==> src/rtl/pin_mux_pkg.sv <==
package pin_mux_pkg;

   // ==========================================================
   // register map (printed offsets are indices, byte = 4 * index)
   localparam logic [11:0] IDX_INDICATOR_SEL = 12'h452;
   localparam logic [11:0] IDX_CLOCK_SEL = 12'h453;
   localparam logic [11:0] IDX_FORCE_A = 12'h454;
   localparam logic [11:0] IDX_PAD_TEST = 12'h455;
   localparam int ADDR_W = 14;
   localparam logic [ADDR_W-1:0] ADDR_INDICATOR_SEL = {IDX_INDICATOR_SEL, 2'h0};
   localparam logic [ADDR_W-1:0] ADDR_CLOCK_SEL = {IDX_CLOCK_SEL, 2'h0};
   localparam logic [ADDR_W-1:0] ADDR_FORCE_A = {IDX_FORCE_A, 2'h0};
   localparam logic [ADDR_W-1:0] ADDR_PAD_TEST = {IDX_PAD_TEST, 2'h0};

   // ==========================================================
   // reset values and writable masks
   localparam logic [15:0] RST_INDICATOR_SEL = 16'h0000;
   localparam logic [15:0] RST_CLOCK_SEL = 16'h0001;
   localparam logic [15:0] RST_FORCE_A = 16'h0000;
   localparam logic [15:0] RST_PAD_TEST = 16'h0000;
   localparam logic [15:0] WMASK_INDICATOR_SEL = 16'h3f3f;
   localparam logic [15:0] WMASK_CLOCK_SEL = 16'h003f;
   localparam logic [15:0] WMASK_FORCE_A = 16'hffff;
   localparam logic [15:0] WMASK_PAD_TEST = 16'h0030;
   // readback masks: reserved r/w bits 5-3 and 13-11 store and read back with the selectors
   localparam logic [15:0] RMASK_INDICATOR_SEL = 16'h3f3f;

   // ==========================================================
   // field positions
   localparam int SEL0_LSB = 0;
   localparam int SEL1_LSB = 8;
   localparam int CLK_SRC_LSB = 3;
   localparam int CLK_PIN_LSB = 0;
   localparam int TEST_EN_BIT = 4;
   localparam int TEST_OE_N_BIT = 5;

   // ==========================================================
   // force register pad bits
   localparam int FORCE_W = 16;
   localparam int FB_IND0 = 0;
   localparam int FB_IND1 = 1;
   localparam int FB_CLK = 2;
   localparam int FB_INT = 3;
   localparam int FB_INHIBIT = 6;
   localparam int FB_MAC_LSB = 7;
   localparam int MAC_PADS = 9;

   // ==========================================================
   // selector codes
   localparam logic [2:0] LSEL_FUNC = 3'h0;
   localparam logic [2:0] LSEL_MATCH = 3'h2;
   localparam logic [2:0] LSEL_UVOLT = 3'h3;
   localparam logic [2:0] LSEL_INTR = 3'h4;
   localparam logic [2:0] LSEL_COMPL = 3'h5;
   localparam logic [2:0] LSEL_LOW = 3'h6;
   localparam logic [2:0] LSEL_HIGH = 3'h7;
   localparam logic [2:0] CSEL_IND2 = 3'h0;
   localparam logic [2:0] CSEL_CLOCK = 3'h1;
   localparam logic [2:0] CSEL_MATCH = 3'h2;
   localparam logic [2:0] CSEL_UVOLT = 3'h3;
   localparam logic [2:0] CSEL_HIGH = 3'h7;
   localparam logic [2:0] CSRC_XTAL = 3'h0;
   localparam logic [2:0] CSRC_FAST_A = 3'h3;
   localparam logic [2:0] CSRC_FAST_B = 3'h4;

   // ==========================================================
   // carriers
   typedef struct packed {
      logic link_up;
      logic activity;
      logic act_stretched;
      logic data_match;
      logic under_voltage;
      logic interrupt;
      logic [5:0] compliance;
   } pin_sources_t;

   typedef struct packed {
      logic xtal_clk;
      logic fast_clk;
   } clock_sources_t;

   typedef struct packed {
      logic ind0;
      logic ind1;
      logic clk_pin;
      logic interrupt_pin;
      logic inhibit_pin;
      logic [MAC_PADS-1:0] mac_pads;
   } pad_levels_t;

   typedef struct packed {
      logic ind0;
      logic ind1;
      logic clk_pin;
      logic interrupt_pin;
      logic inhibit_pin;
      logic [MAC_PADS-1:0] mac_pads;
   } pad_enables_t;

endpackage

==> src/rtl/led_clock_output_sel.sv <==
`timescale 1ns/1ps
`default_nettype none
module led_clock_output_sel
   import pin_mux_pkg::*;
(
   input wire logic [2:0] sel,
   input wire logic func_level,
   input wire logic compl_level,
   input wire pin_sources_t src,
   output logic level
);
   // ==========================================================
   // indicator selector decode, shared by both indicator pins
   always_comb begin
      case (sel)
         LSEL_FUNC: level = func_level;
         LSEL_MATCH: level = src.data_match;
         LSEL_UVOLT: level = src.under_voltage;
         LSEL_INTR: level = src.interrupt;
         LSEL_COMPL: level = compl_level;
         LSEL_LOW: level = 1'b0;
         LSEL_HIGH: level = 1'b1;
         default: level = 1'b0; // reserved code held inactive
      endcase
   end
endmodule // led_clock_output_sel
`default_nettype wire

==> src/rtl/led_clock_pin_mux.sv <==
// Behaviour
// - second indicator pin follows 3-bit selector at bits 10-8; 001b reserved.
// - first indicator pin follows selector at bits 2-0; 101b shows compliance pick.
// - default functions: pin two link up blinking on activity, pin one link.
// - bits 5-3 pick clock: 000b crystal 25MHz, 011b/100b the 125MHz clock.
// - clock pin selector resets to 1 (clock); 100b-110b low, 111b high.
// - test mode with direction value zero drives each pad from force bit.
// - override bit enters pad test mode using direction bit and force levels.
// - compliance selector picks one of six compliance signals, 000b to 101b.
//
// Decided for this implementation: the APB register port.
`timescale 1ns/1ps
`default_nettype none
module led_clock_pin_mux
   import pin_mux_pkg::*;
(
   input wire logic clk_sys,
   input wire logic rst_n,
   input wire logic psel,
   input wire logic penable,
   input wire logic pwrite,
   input wire logic [ADDR_W-1:0] paddr,
   input wire logic [31:0] pwdata,
   input wire logic [3:0] pstrb,
   output logic [31:0] prdata,
   output logic pready,
   output logic pslverr,
   input wire pin_sources_t src_async,
   input wire clock_sources_t clocks,
   input wire pad_levels_t func_levels,
   input wire pad_enables_t func_enables,
   input wire logic [2:0] compl_select,
   output pad_levels_t pad_out,
   output pad_enables_t pad_oe
);
   // ==========================================================
   // state
   typedef struct packed {
      logic [15:0] indicator_pin_select_reg;
      logic [15:0] clock_pin_select_reg;
      logic [15:0] pad_force_levels_a_reg;
      logic [15:0] pad_test_reg;
      pin_sources_t sync1_reg;
      pin_sources_t sync2_reg;
      logic [31:0] rdata_reg;
      pad_levels_t out_reg;
      pad_enables_t oe_reg;
   } state_t;

   state_t st_reg;
   state_t st_next;
   pin_sources_t src;
   logic ind0_level;
   logic ind1_level;
   logic compl_level;
   logic [2:0] clk_src;
   logic [2:0] clk_pin_sel;
   logic chosen_clock;
   logic clk_pin_level;
   logic test_mode;
   logic [15:0] force_v;
   logic wr_en;
   logic [15:0] wmask;
   logic [15:0] wdata16;
   logic [FORCE_W-1:0] func_vec;
   logic [FORCE_W-1:0] func_oe_vec;
   wire logic [FORCE_W-1:0] level_vec;
   wire logic [FORCE_W-1:0] drive_vec;
   pad_levels_t level_pads;
   pad_enables_t drive_pads;
   logic clk_pin_drive;

   assign src = st_reg.sync2_reg;
   assign pready = 1'b1;
   assign prdata = st_reg.rdata_reg;
   assign pad_oe = st_reg.oe_reg;

   // ==========================================================
   // compliance signal pick
   always_comb begin
      case (compl_select)
         3'h0, 3'h1, 3'h2, 3'h3, 3'h4, 3'h5:
            compl_level = src.compliance[compl_select];
         default: compl_level = 1'b0;
      endcase
   end

   // ==========================================================
   // indicator pins
   led_clock_output_sel u_sel0 (
      .sel(st_reg.indicator_pin_select_reg[SEL0_LSB +: 3]),
      .func_level(src.link_up), // link status by default
      .compl_level(compl_level),
      .src(src),
      .level(ind0_level)
   );

   led_clock_output_sel u_sel1 (
      .sel(st_reg.indicator_pin_select_reg[SEL1_LSB +: 3]),
      .func_level(src.link_up & ~src.activity), // blink on activity
      .compl_level(compl_level),
      .src(src),
      .level(ind1_level)
   );

   // ==========================================================
   // clock pin
   assign clk_src = st_reg.clock_pin_select_reg[CLK_SRC_LSB +: 3];
   assign clk_pin_sel = st_reg.clock_pin_select_reg[CLK_PIN_LSB +: 3];

   // clocks pass ungated: sampling them on clk_sys would alias them
   always_comb begin
      case (clk_src)
         CSRC_XTAL: chosen_clock = clocks.xtal_clk;
         CSRC_FAST_A, CSRC_FAST_B: chosen_clock = clocks.fast_clk;
         default: chosen_clock = 1'b0;
      endcase
   end

   always_comb begin
      case (clk_pin_sel)
         CSEL_IND2: clk_pin_level = src.act_stretched;
         CSEL_MATCH: clk_pin_level = src.data_match;
         CSEL_UVOLT: clk_pin_level = src.under_voltage;
         CSEL_HIGH: clk_pin_level = 1'b1;
         default: clk_pin_level = 1'b0; // 100b..110b constant low
      endcase
   end

   // ==========================================================
   // pads in force-bit order, so test mode is one rule per bit
   always_comb begin
      func_vec = '0;
      func_oe_vec = '0;
      func_vec[FB_IND0] = ind0_level;
      func_vec[FB_IND1] = ind1_level;
      func_vec[FB_CLK] = clk_pin_level;
      func_vec[FB_INT] = func_levels.interrupt_pin;
      func_vec[FB_INHIBIT] = func_levels.inhibit_pin;
      func_vec[FB_MAC_LSB +: MAC_PADS] = func_levels.mac_pads;
      // the mux owns its three pins, so they always drive
      func_oe_vec[FB_IND0] = 1'b1;
      func_oe_vec[FB_IND1] = 1'b1;
      func_oe_vec[FB_CLK] = 1'b1;
      func_oe_vec[FB_INT] = func_enables.interrupt_pin;
      func_oe_vec[FB_INHIBIT] = func_enables.inhibit_pin;
      func_oe_vec[FB_MAC_LSB +: MAC_PADS] = func_enables.mac_pads;
   end

   // bits 4 and 5 have no pad: their slots are computed but never read
   for (genvar i = 0; i < FORCE_W; i++) begin : g_pad
      assign level_vec[i] = test_mode ? force_v[i] : func_vec[i];
      assign drive_vec[i] = test_mode | func_oe_vec[i];
   end

   always_comb begin
      level_pads.ind0 = level_vec[FB_IND0];
      level_pads.ind1 = level_vec[FB_IND1];
      level_pads.clk_pin = level_vec[FB_CLK];
      level_pads.interrupt_pin = level_vec[FB_INT];
      level_pads.inhibit_pin = level_vec[FB_INHIBIT];
      level_pads.mac_pads = level_vec[FB_MAC_LSB +: MAC_PADS];
      drive_pads.ind0 = drive_vec[FB_IND0];
      drive_pads.ind1 = drive_vec[FB_IND1];
      drive_pads.clk_pin = drive_vec[FB_CLK];
      drive_pads.interrupt_pin = drive_vec[FB_INT];
      drive_pads.inhibit_pin = drive_vec[FB_INHIBIT];
      drive_pads.mac_pads = drive_vec[FB_MAC_LSB +: MAC_PADS];
   end

   // ==========================================================
   // bus decode
   assign wr_en = psel & penable & pwrite;
   assign wdata16 = pwdata[15:0];

   always_comb begin
      case (paddr)
         ADDR_INDICATOR_SEL: wmask = WMASK_INDICATOR_SEL;
         ADDR_CLOCK_SEL: wmask = WMASK_CLOCK_SEL;
         ADDR_FORCE_A: wmask = WMASK_FORCE_A;
         ADDR_PAD_TEST: wmask = WMASK_PAD_TEST;
         default: wmask = 16'h0000;
      endcase
   end

   // ==========================================================
   // next state
   always_comb begin
      logic [15:0] lane;
      logic [15:0] rd;
      lane = {{8{pstrb[1]}}, {8{pstrb[0]}}} & wmask;
      rd = 16'h0000;
      st_next = st_reg;
      st_next.sync1_reg = src_async;
      st_next.sync2_reg = st_reg.sync1_reg;

      if (wr_en) begin
         case (paddr)
            ADDR_INDICATOR_SEL: st_next.indicator_pin_select_reg =
               (st_reg.indicator_pin_select_reg & ~lane) | (wdata16 & lane);
            ADDR_CLOCK_SEL: st_next.clock_pin_select_reg =
               (st_reg.clock_pin_select_reg & ~lane) | (wdata16 & lane);
            ADDR_FORCE_A: st_next.pad_force_levels_a_reg =
               (st_reg.pad_force_levels_a_reg & ~lane) | (wdata16 & lane);
            ADDR_PAD_TEST: st_next.pad_test_reg =
               (st_reg.pad_test_reg & ~lane) | (wdata16 & lane);
            default: st_next.pad_test_reg = st_reg.pad_test_reg;
         endcase
      end

      case (paddr)
         ADDR_INDICATOR_SEL:
            rd = st_reg.indicator_pin_select_reg & RMASK_INDICATOR_SEL;
         ADDR_CLOCK_SEL: rd = st_reg.clock_pin_select_reg;
         ADDR_FORCE_A: rd = st_reg.pad_force_levels_a_reg;
         ADDR_PAD_TEST: rd = st_reg.pad_test_reg;
         default: rd = 16'h0000;
      endcase
      if (psel & ~penable & ~pwrite) begin
         st_next.rdata_reg = {16'h0000, rd};
      end

      // pad drive, functional or test override
      st_next.out_reg = level_pads;
      st_next.oe_reg = drive_pads;

      if (!rst_n) begin
         st_next = '0;
         st_next.indicator_pin_select_reg = RST_INDICATOR_SEL;
         st_next.clock_pin_select_reg = RST_CLOCK_SEL;
         st_next.pad_force_levels_a_reg = RST_FORCE_A;
         st_next.pad_test_reg = RST_PAD_TEST;
      end
   end

   assign force_v = st_reg.pad_force_levels_a_reg;
   // direction value is active low: only zero means drive
   assign test_mode = st_reg.pad_test_reg[TEST_EN_BIT]
      & ~st_reg.pad_test_reg[TEST_OE_N_BIT];

   // ==========================================================
   // registers
   always_ff @(posedge clk_sys) begin
      st_reg <= st_next;
   end

   // ==========================================================
   // bus answer: zero wait states, unmapped reads zero, no error
   assign pslverr = 1'b0;

   // clock pin itself: the chosen clock is forwarded combinationally
   // when selected outside test mode; the registered level covers all other codes and test mode
   // limitation: changing the clock selection may glitch the pin
   assign clk_pin_drive = (clk_pin_sel == CSEL_CLOCK) && !test_mode
      ? chosen_clock : st_reg.out_reg.clk_pin;

   always_comb begin
      pad_out = st_reg.out_reg;
      pad_out.clk_pin = clk_pin_drive;
   end

endmodule // led_clock_pin_mux
`default_nettype wire

==> config.mk <==
export PLATFORM = sky130hd
export DESIGN_NAME = led_clock_pin_mux
export DESIGN_NICKNAME = d
export VERILOG_FILES = /design/src/rtl/pin_mux_pkg.sv /design/src/rtl/led_clock_output_sel.sv /design/src/rtl/led_clock_pin_mux.sv
export SDC_FILE = /design/constraint.sdc
export NUM_CORES = 1
export LEC_CHECK = 0
export ABC_CLOCK_PERIOD_IN_PS = 1900
export BUFFER_PORTS_ARGS = -buffer_cell sky130_fd_sc_hd__buf_2
export CORE_UTILIZATION = 30
export DETAILED_ROUTE_END_ITERATION = 16
export SLEW_MARGIN = 30
export SYNTH_ARGS = -nofsm -noshare
export SYNTH_HDL_FRONTEND = slang
export SYNTH_SLANG_ARGS = --single-unit
==> constraint.sdc <==
create_clock -name clk_sys -period 1.9 [get_ports clk_sys]
set_input_delay 0 -clock clk_sys [delete_from_list [all_inputs] [get_ports clk_sys]]
set_output_delay 0 -clock clk_sys [all_outputs]
set_load 0.02 [all_outputs]
==> flow_metrics.tcl, run 1 <==
set metrics [dict create \
    rsz0062_at_grt "false" \
    muxShareOfSynthArea_pct 2.05 \
    post_dp_cell_area_um2 5820 \
    critPathKind "register to primary output" \
    start_util_pct 30.7 \
    critPathArrivalTime_ns 1.71 \
    antenna_cells 0 \
    synth-main-ff-cell "dfxtp_1" \
    hp-class "input port to register" \
    fin_area_um2 6930 \
    synth_area_um2 5320 \
    ant_nets 0 \
    fin_crit_sh_pct 90.1 \
    cts.clk_slew.worst_paths_ns 0.06 \
    vias 4537 \
    fp.dieH_um 135 \
    worst_slack_ns 0.188 \
    avgSynthCellArea_um2 9.02 \
    htree_levels 4 \
    synth_top_family_by_area "simple AND/OR/NAND/NOR gates" \
    crit_path_end_kind "primary output" \
    async_flop_share_pct 0 \
    tns_ns 0 \
    status "completed" \
    ys_types 50 \
    final-hold-violation-count 0 \
    drive_above_1_share_pct 26.7 \
    grt_max_degree 58 \
    nFillCells 1773 \
    synthSimpleGateAreaFrac_pct 20.8 \
    cts_made_buffers 17 \
    required_ns 1.90 \
    synth_fa_ha_area_share_pct 0 \
    grt_use_total_pct 16.3 \
    cts_tree "done" \
    min_from "rst_n" \
    grt_pass1_wl_um 22600 \
    hpwl_um 9870 \
    drt_iter0_markers 240 \
    maxCapViolCount 0 \
    cellLeakagePower_nw 2.85 \
    seq_area_um2 2520 \
    die-area_um2 18300 \
    ff2ff_path_depth 4 \
    clock_skew_ns 0.00563 \
    timing.hold.ws_ns 0.0794 \
    nNetsFinal 818 \
    synthXorXnorAreaFrac_pct 0 \
    r2r-end "pad_out[12]" \
    clockRootBuffer "clkbuf_16" \
    hold_depth 3 \
    cts-resized-gates 0 \
    drt_wl_total_um 14300 \
    grt.overflow.total 0 \
    p_total_mw 6.49 \
    dr.pass1.iters 4 \
    core-area_um2 17300 \
    power_density_nw_per_um2 936 \
    clk_path_buf_depth 2 \
    worstPathMaxFanout 8 \
    synth_edf_count 0 \
    die_x_um 135 \
    rows 48 \
    port_buffers 119 \
    globalplace.congestion 0.808 \
    grt_pass1_vias 4201 \
    synth_compound_area_share_pct 17.1 \
    antenna_found_initial 0 \
    peakVddDrop_mv 0.660 \
    fmax_mhz 584 \
    multi_input_area_um2 2190 \
    pre_cts_ws_ns 0.424 \
    synth_cells 589 \
    area_growth_pct 30.5 \
    ys_ff_latch 126 \
    startpoint_type "register" \
    ys_seq_area_share_pct 47.5 \
    wl_per_cell_um 15.0 \
    avgViaCountPerCell 4.75 \
    r2r_setup_slack_ns 0.50 \
    drc 0 \
    ioPinCount 162 \
    slew_violations 0 \
    clk-insertion-delay-late_ns 0.41 \
    yosys_warnings 0 \
    worst_hold_path.endpoint "prdata[1]" \
    layout_min_cycle_time_ns 1.71 \
    setup_viol 0 \
    clkSinkCount 126 \
]
[cells in the final DEF (no fill, tap or decap), drive strengths merged, types with 2 or more instances in the layout]
cell / n
or3b: 2
nor4: 2
clkbuf: 17
dfxtp: 126
and3b: 2
nand4: 6
nand3: 43
dlygate4sd3: 51
bufinv: 2
inv: 13
a22o: 14
clkinvlp: 3
conb: 18
o211ai: 7
a221oi: 5
nor3b: 4
and2: 48
mux2i: 3
nor3: 3
o21ai: 48
nand2: 38
mux2: 5
a22oi: 4
nor2b: 3
nand4b: 6
buf: 146
and4: 5
nand2b: 5
a221o: 5
a21oi: 60
nor2: 23
[through the flow]
stage	util (%)	cells
floorplan	-	605
global placement	33.7	873
detailed placement	33.7	873
CTS	40.1	956
global route	40.1	956
finish	40.1	956
[worst max-delay path by stage]
stage	start	end	slack (ns)	depth (start not counted)
2_1_floorplan	register	pad_out[10]	0.69	5
3_3_place_gp	paddr[13]	prdata[4]	0.44	6
3_5_place_dp	pwrite	prdata[14]	0.42	5
4_1_cts	register	pad_out[11]	0.17	4
5_1_grt	register	pad_out[11]	0.10	4
6_report	register	pad_out[11]	0.19	4
[Yosys cell counts, types with 2 or more instances]
cell type / number / share of area, %
buf_2: 10 / 0.94
mux2_2: 5 / 1.1
o21ai_1: 4 / 0.38
nand2_1: 38 / 2.7
nand4b_1: 6 / 0.99
a22o_1: 14 / 2.3
nor3_1: 2 / 0.19
nand2b_1: 5 / 0.59
nor3b_1: 2 / 0.28
conb_1: 2 / 0.14
buf_4: 64 / 9.0
o211ai_1: 7 / 0.99
mux2i_1: 3 / 0.56
and4_1: 5 / 0.82
inv_1: 3 / 0.21
clkbuf_1: 26 / 1.8
dfxtp_1: 126 / 47
o21ai_0: 44 / 4.1
a22oi_1: 4 / 0.56
nand3_1: 43 / 4.0
nor2b_1: 3 / 0.35
nand4_1: 6 / 0.71
nor2_1: 23 / 1.6
nor3b_2: 2 / 0.47
and3b_1: 2 / 0.33
buf_1: 2 / 0.14
a221oi_1: 5 / 0.82
a21oi_1: 60 / 5.6
a221o_1: 5 / 0.94
and2_1: 48 / 5.6
[cell families (layout without fill, tap and decap cells)]
family,Yosys count,count (layout)
AOI/OAI and AO/OA,151,151
buffers and inverters,107,233
DFF,126,126
muxes,9,9
other,2,18
and+or+nand+nor,194,194
[timing repair]
item                                   CTS  global route
hold buffers                            51             0
endpoints found under the hold margin   70             0
setup buffers                            0             0
[power by group]
part	total [mW]	switching (mW)	internal (mW)
Combinational	0.484	0.263	0.220
Clock	3.30	1.32	1.98
Sequential	2.71	0.0126	2.69
Total	6.49	1.60	4.89
[critical path: stages (launching register included)]
cell and delay (ns):
dfxtp_1 0.33, nand2b_1 0.30, nand3_1 0.17, mux2_2 0.33
buf_2 0.16
[routing by layer]
| metal | share of wire, % | track usage [%] |
|---|---|---|
| met5 | 0 | 0 |
| met4 | 1.6 | 5.49 |
| met3 | 5.4 | 4.50 |
| met2 | 47 | 25.9 |
| met1 | 46 | 21.2 |
[final cells by class]
| class | instances | share of cell area [%] |
|---|---|---|
| repair buffers | 197 | 19.1 |
| inverters | 4 | 0.217 |
| flip-flops and latches | 126 | 36.4 |
| clock inverters | 15 | 2.53 |
| clock buffers | 17 | 6.13 |
| multi-input cells | 372 | 31.6 |
| well taps | 225 | 4.06 |
No activity file was read; power rests on OpenSTA's default activity.
==> inputs of run 2 (changes only) <==
--- a/config.mk
+++ b/config.mk
@@ -7,8 +7,10 @@
 export LEC_CHECK = 0
 export ABC_CLOCK_PERIOD_IN_PS = 1900
 export BUFFER_PORTS_ARGS = -buffer_cell sky130_fd_sc_hd__buf_2
+export CORE_ASPECT_RATIO = 2
 export CORE_UTILIZATION = 30
 export DETAILED_ROUTE_END_ITERATION = 16
+export RECOVER_POWER = 100
 export SLEW_MARGIN = 30
 export SYNTH_ARGS = -nofsm -noshare
 export SYNTH_HDL_FRONTEND = slang
==> flow_metrics.tcl, run 2 (synthesis results as in run 1) <==
set metrics [dict create \
    status "completed" \
    rsz0062_at_grt "false" \
    cp_num_cells 4 \
    most-common-layout-cells "126 x dfxtp_1, 73 x buf_2, 60 x a21oi_1, 51 x dlygate4sd3_1" \
    fin_crit_sh_pct 92.4 \
    clkSinkCount 126 \
    met3_usage_pct 2.79 \
    fp.dieH_um 190 \
    layout_min_cycle_time_ns 1.76 \
    nNetsFinal 811 \
    grt.overflow.total 0 \
    required_ns 1.90 \
    fmax_mhz 570 \
    switchingPower_mw 1.57 \
    ant_nets 0 \
    clk_path_buf_depth 2 \
    power_density_nw_per_um2 965 \
    htree_levels 4 \
    pre_cts_ws_ns 0.377 \
    globalplace.congestion 0.774 \
    cts.clk_slew.worst_paths_ns 0.06 \
    port_buffers 119 \
    drc 0 \
    fin_area_um2 6790 \
    dr.pass1.iters 4 \
    nFillCells 1788 \
    critPathKind "register to primary output" \
    crit_family "simple AND/OR/NAND/NOR gates" \
    worstPathMaxFanout 10 \
    area_growth_pct 27.7 \
    peakVddDrop_mv 0.396 \
    drt_wl_total_um 15300 \
    worst_slack_ns 0.145 \
    grt_max_degree 58 \
    max_stage_delay_ns 0.35 \
    hp-class "input port to register" \
    grt_pass1_wl_um 23200 \
    tns_ns 0 \
    clock_skew_ns 0.00872 \
    rows 68 \
    die-area_um2 18300 \
    globalRouteMet2Util_pct 31.9 \
    r2r_setup_slack_ns 0.37 \
    hpwl_um 10500 \
    postLayoutCoreUtil_pct 39.3 \
    antenna_cells 0 \
    cts_tree "done" \
    ioPinCount 162 \
    busiest_layer "met2" \
    die_x_um 96.1 \
    p_total_mw 6.55 \
    multi_input_area_um2 2190 \
    critPathArrivalTime_ns 1.76 \
    antenna_found_initial 0 \
    start_util_pct 30.8 \
    cts_setup_buffers 0 \
    p_comb_share_pct 7.3 \
    dp.cells 851 \
    core-area_um2 17300 \
    post_dp_cell_area_um2 5760 \
    cts_made_buffers 17 \
    power_frac_clock_pct 51.4 \
    relSlewSlack_pct 36.3 \
    met1_usage_pct 17.0 \
    crit_chain "nand2b_2, nand3_1, mux2_2, clkbuf_1" \
    slew_violations 0 \
    maxCapViolCount 0 \
    final-hold-violation-count 0 \
    drt_iter0_markers 242 \
    clk-insertion-delay-late_ns 0.42 \
    r2r-end "pad_out[12]" \
    ff2ff_path_depth 4 \
    avgViaCountPerCell 4.91 \
    crit_path_end_kind "primary output" \
    vias 4583 \
    instances_no_fill 933 \
    crit_buf_inv 1 \
    grt_pass1_vias 4467 \
    drive_above_1_share_pct 19.1 \
    setup_viol 0 \
    cellLeakagePower_nw 2.62 \
    startpoint_type "register" \
    wl_per_cell_um 16.4 \
    worst_pin_slew_ns 0.955 \
    seq_power_share_pct 41.3 \
    p_int_mw 4.98 \
    final_common_cell "dfxtp_1" \
    seq_area_um2 2520 \
    setup.worst_path.end "pad_out[11]" \
    grt_use_total_pct 17.2 \
    cp_slowest_cell "dfxtp_1" \
    timing.hold.ws_ns 0.0486 \
    switching_share_pct 24.0 \
    clockRootBuffer "clkbuf_16" \
]
[run 2: tightest hold or removal path: stages]
cell	delay, ns
buf_2	0.22
nand4_1	0.13
a21oi_1	0.06
[run 2: cell type report]
type,instances,share of cell area [%]
Clock buffer,17,6.27
Clock inverter,14,2.65
Inverter,4,0.221
Multi-Input combinational cell,372,32.2
Sequential cell,126,37.2
Tap cell,210,3.87
Timing Repair Buffer,190,17.6
[run 2: power by group through the flow]
stage	sequential, mW	combinational, mW	clock (mW)
floorplan	2.76	0.289	0
CTS	2.70	0.491	3.44
detailed placement	2.76	0.409	0
global route	2.71	0.520	3.53
global placement	2.76	0.407	0
finish	2.71	0.478	3.37
[run 2: worst min path at each step]
stage                  start         end  slack (ns)  depth (start not counted)
2_1_floorplan          rst_n  pad_oe[11]        0.03                          0
3_3_place_gp    src_async[0]  st_reg[72]        0.21                          2
3_5_place_dp   src_async[11]  st_reg[83]        0.21                          2
4_1_cts             paddr[2]    register        0.04                          3
5_1_grt             paddr[2]    register        0.07                          3
6_report            paddr[2]    register        0.05                          3
[run 2: layer usage]
metal / share of wire (%) / vias up
met3: 2.9 / 33
met4: 4.9 / 0
met2: 56 / 113
met5: 0 / -
met1: 36 / 2217
li1: - / 2220
[run 2: what timing repair did]
action / CTS / global route
hold buffers: 51 / 0
resized for setup: 1 / 0
endpoints found under the hold margin: 71 / 0
setup endpoints to repair: 1 / 0
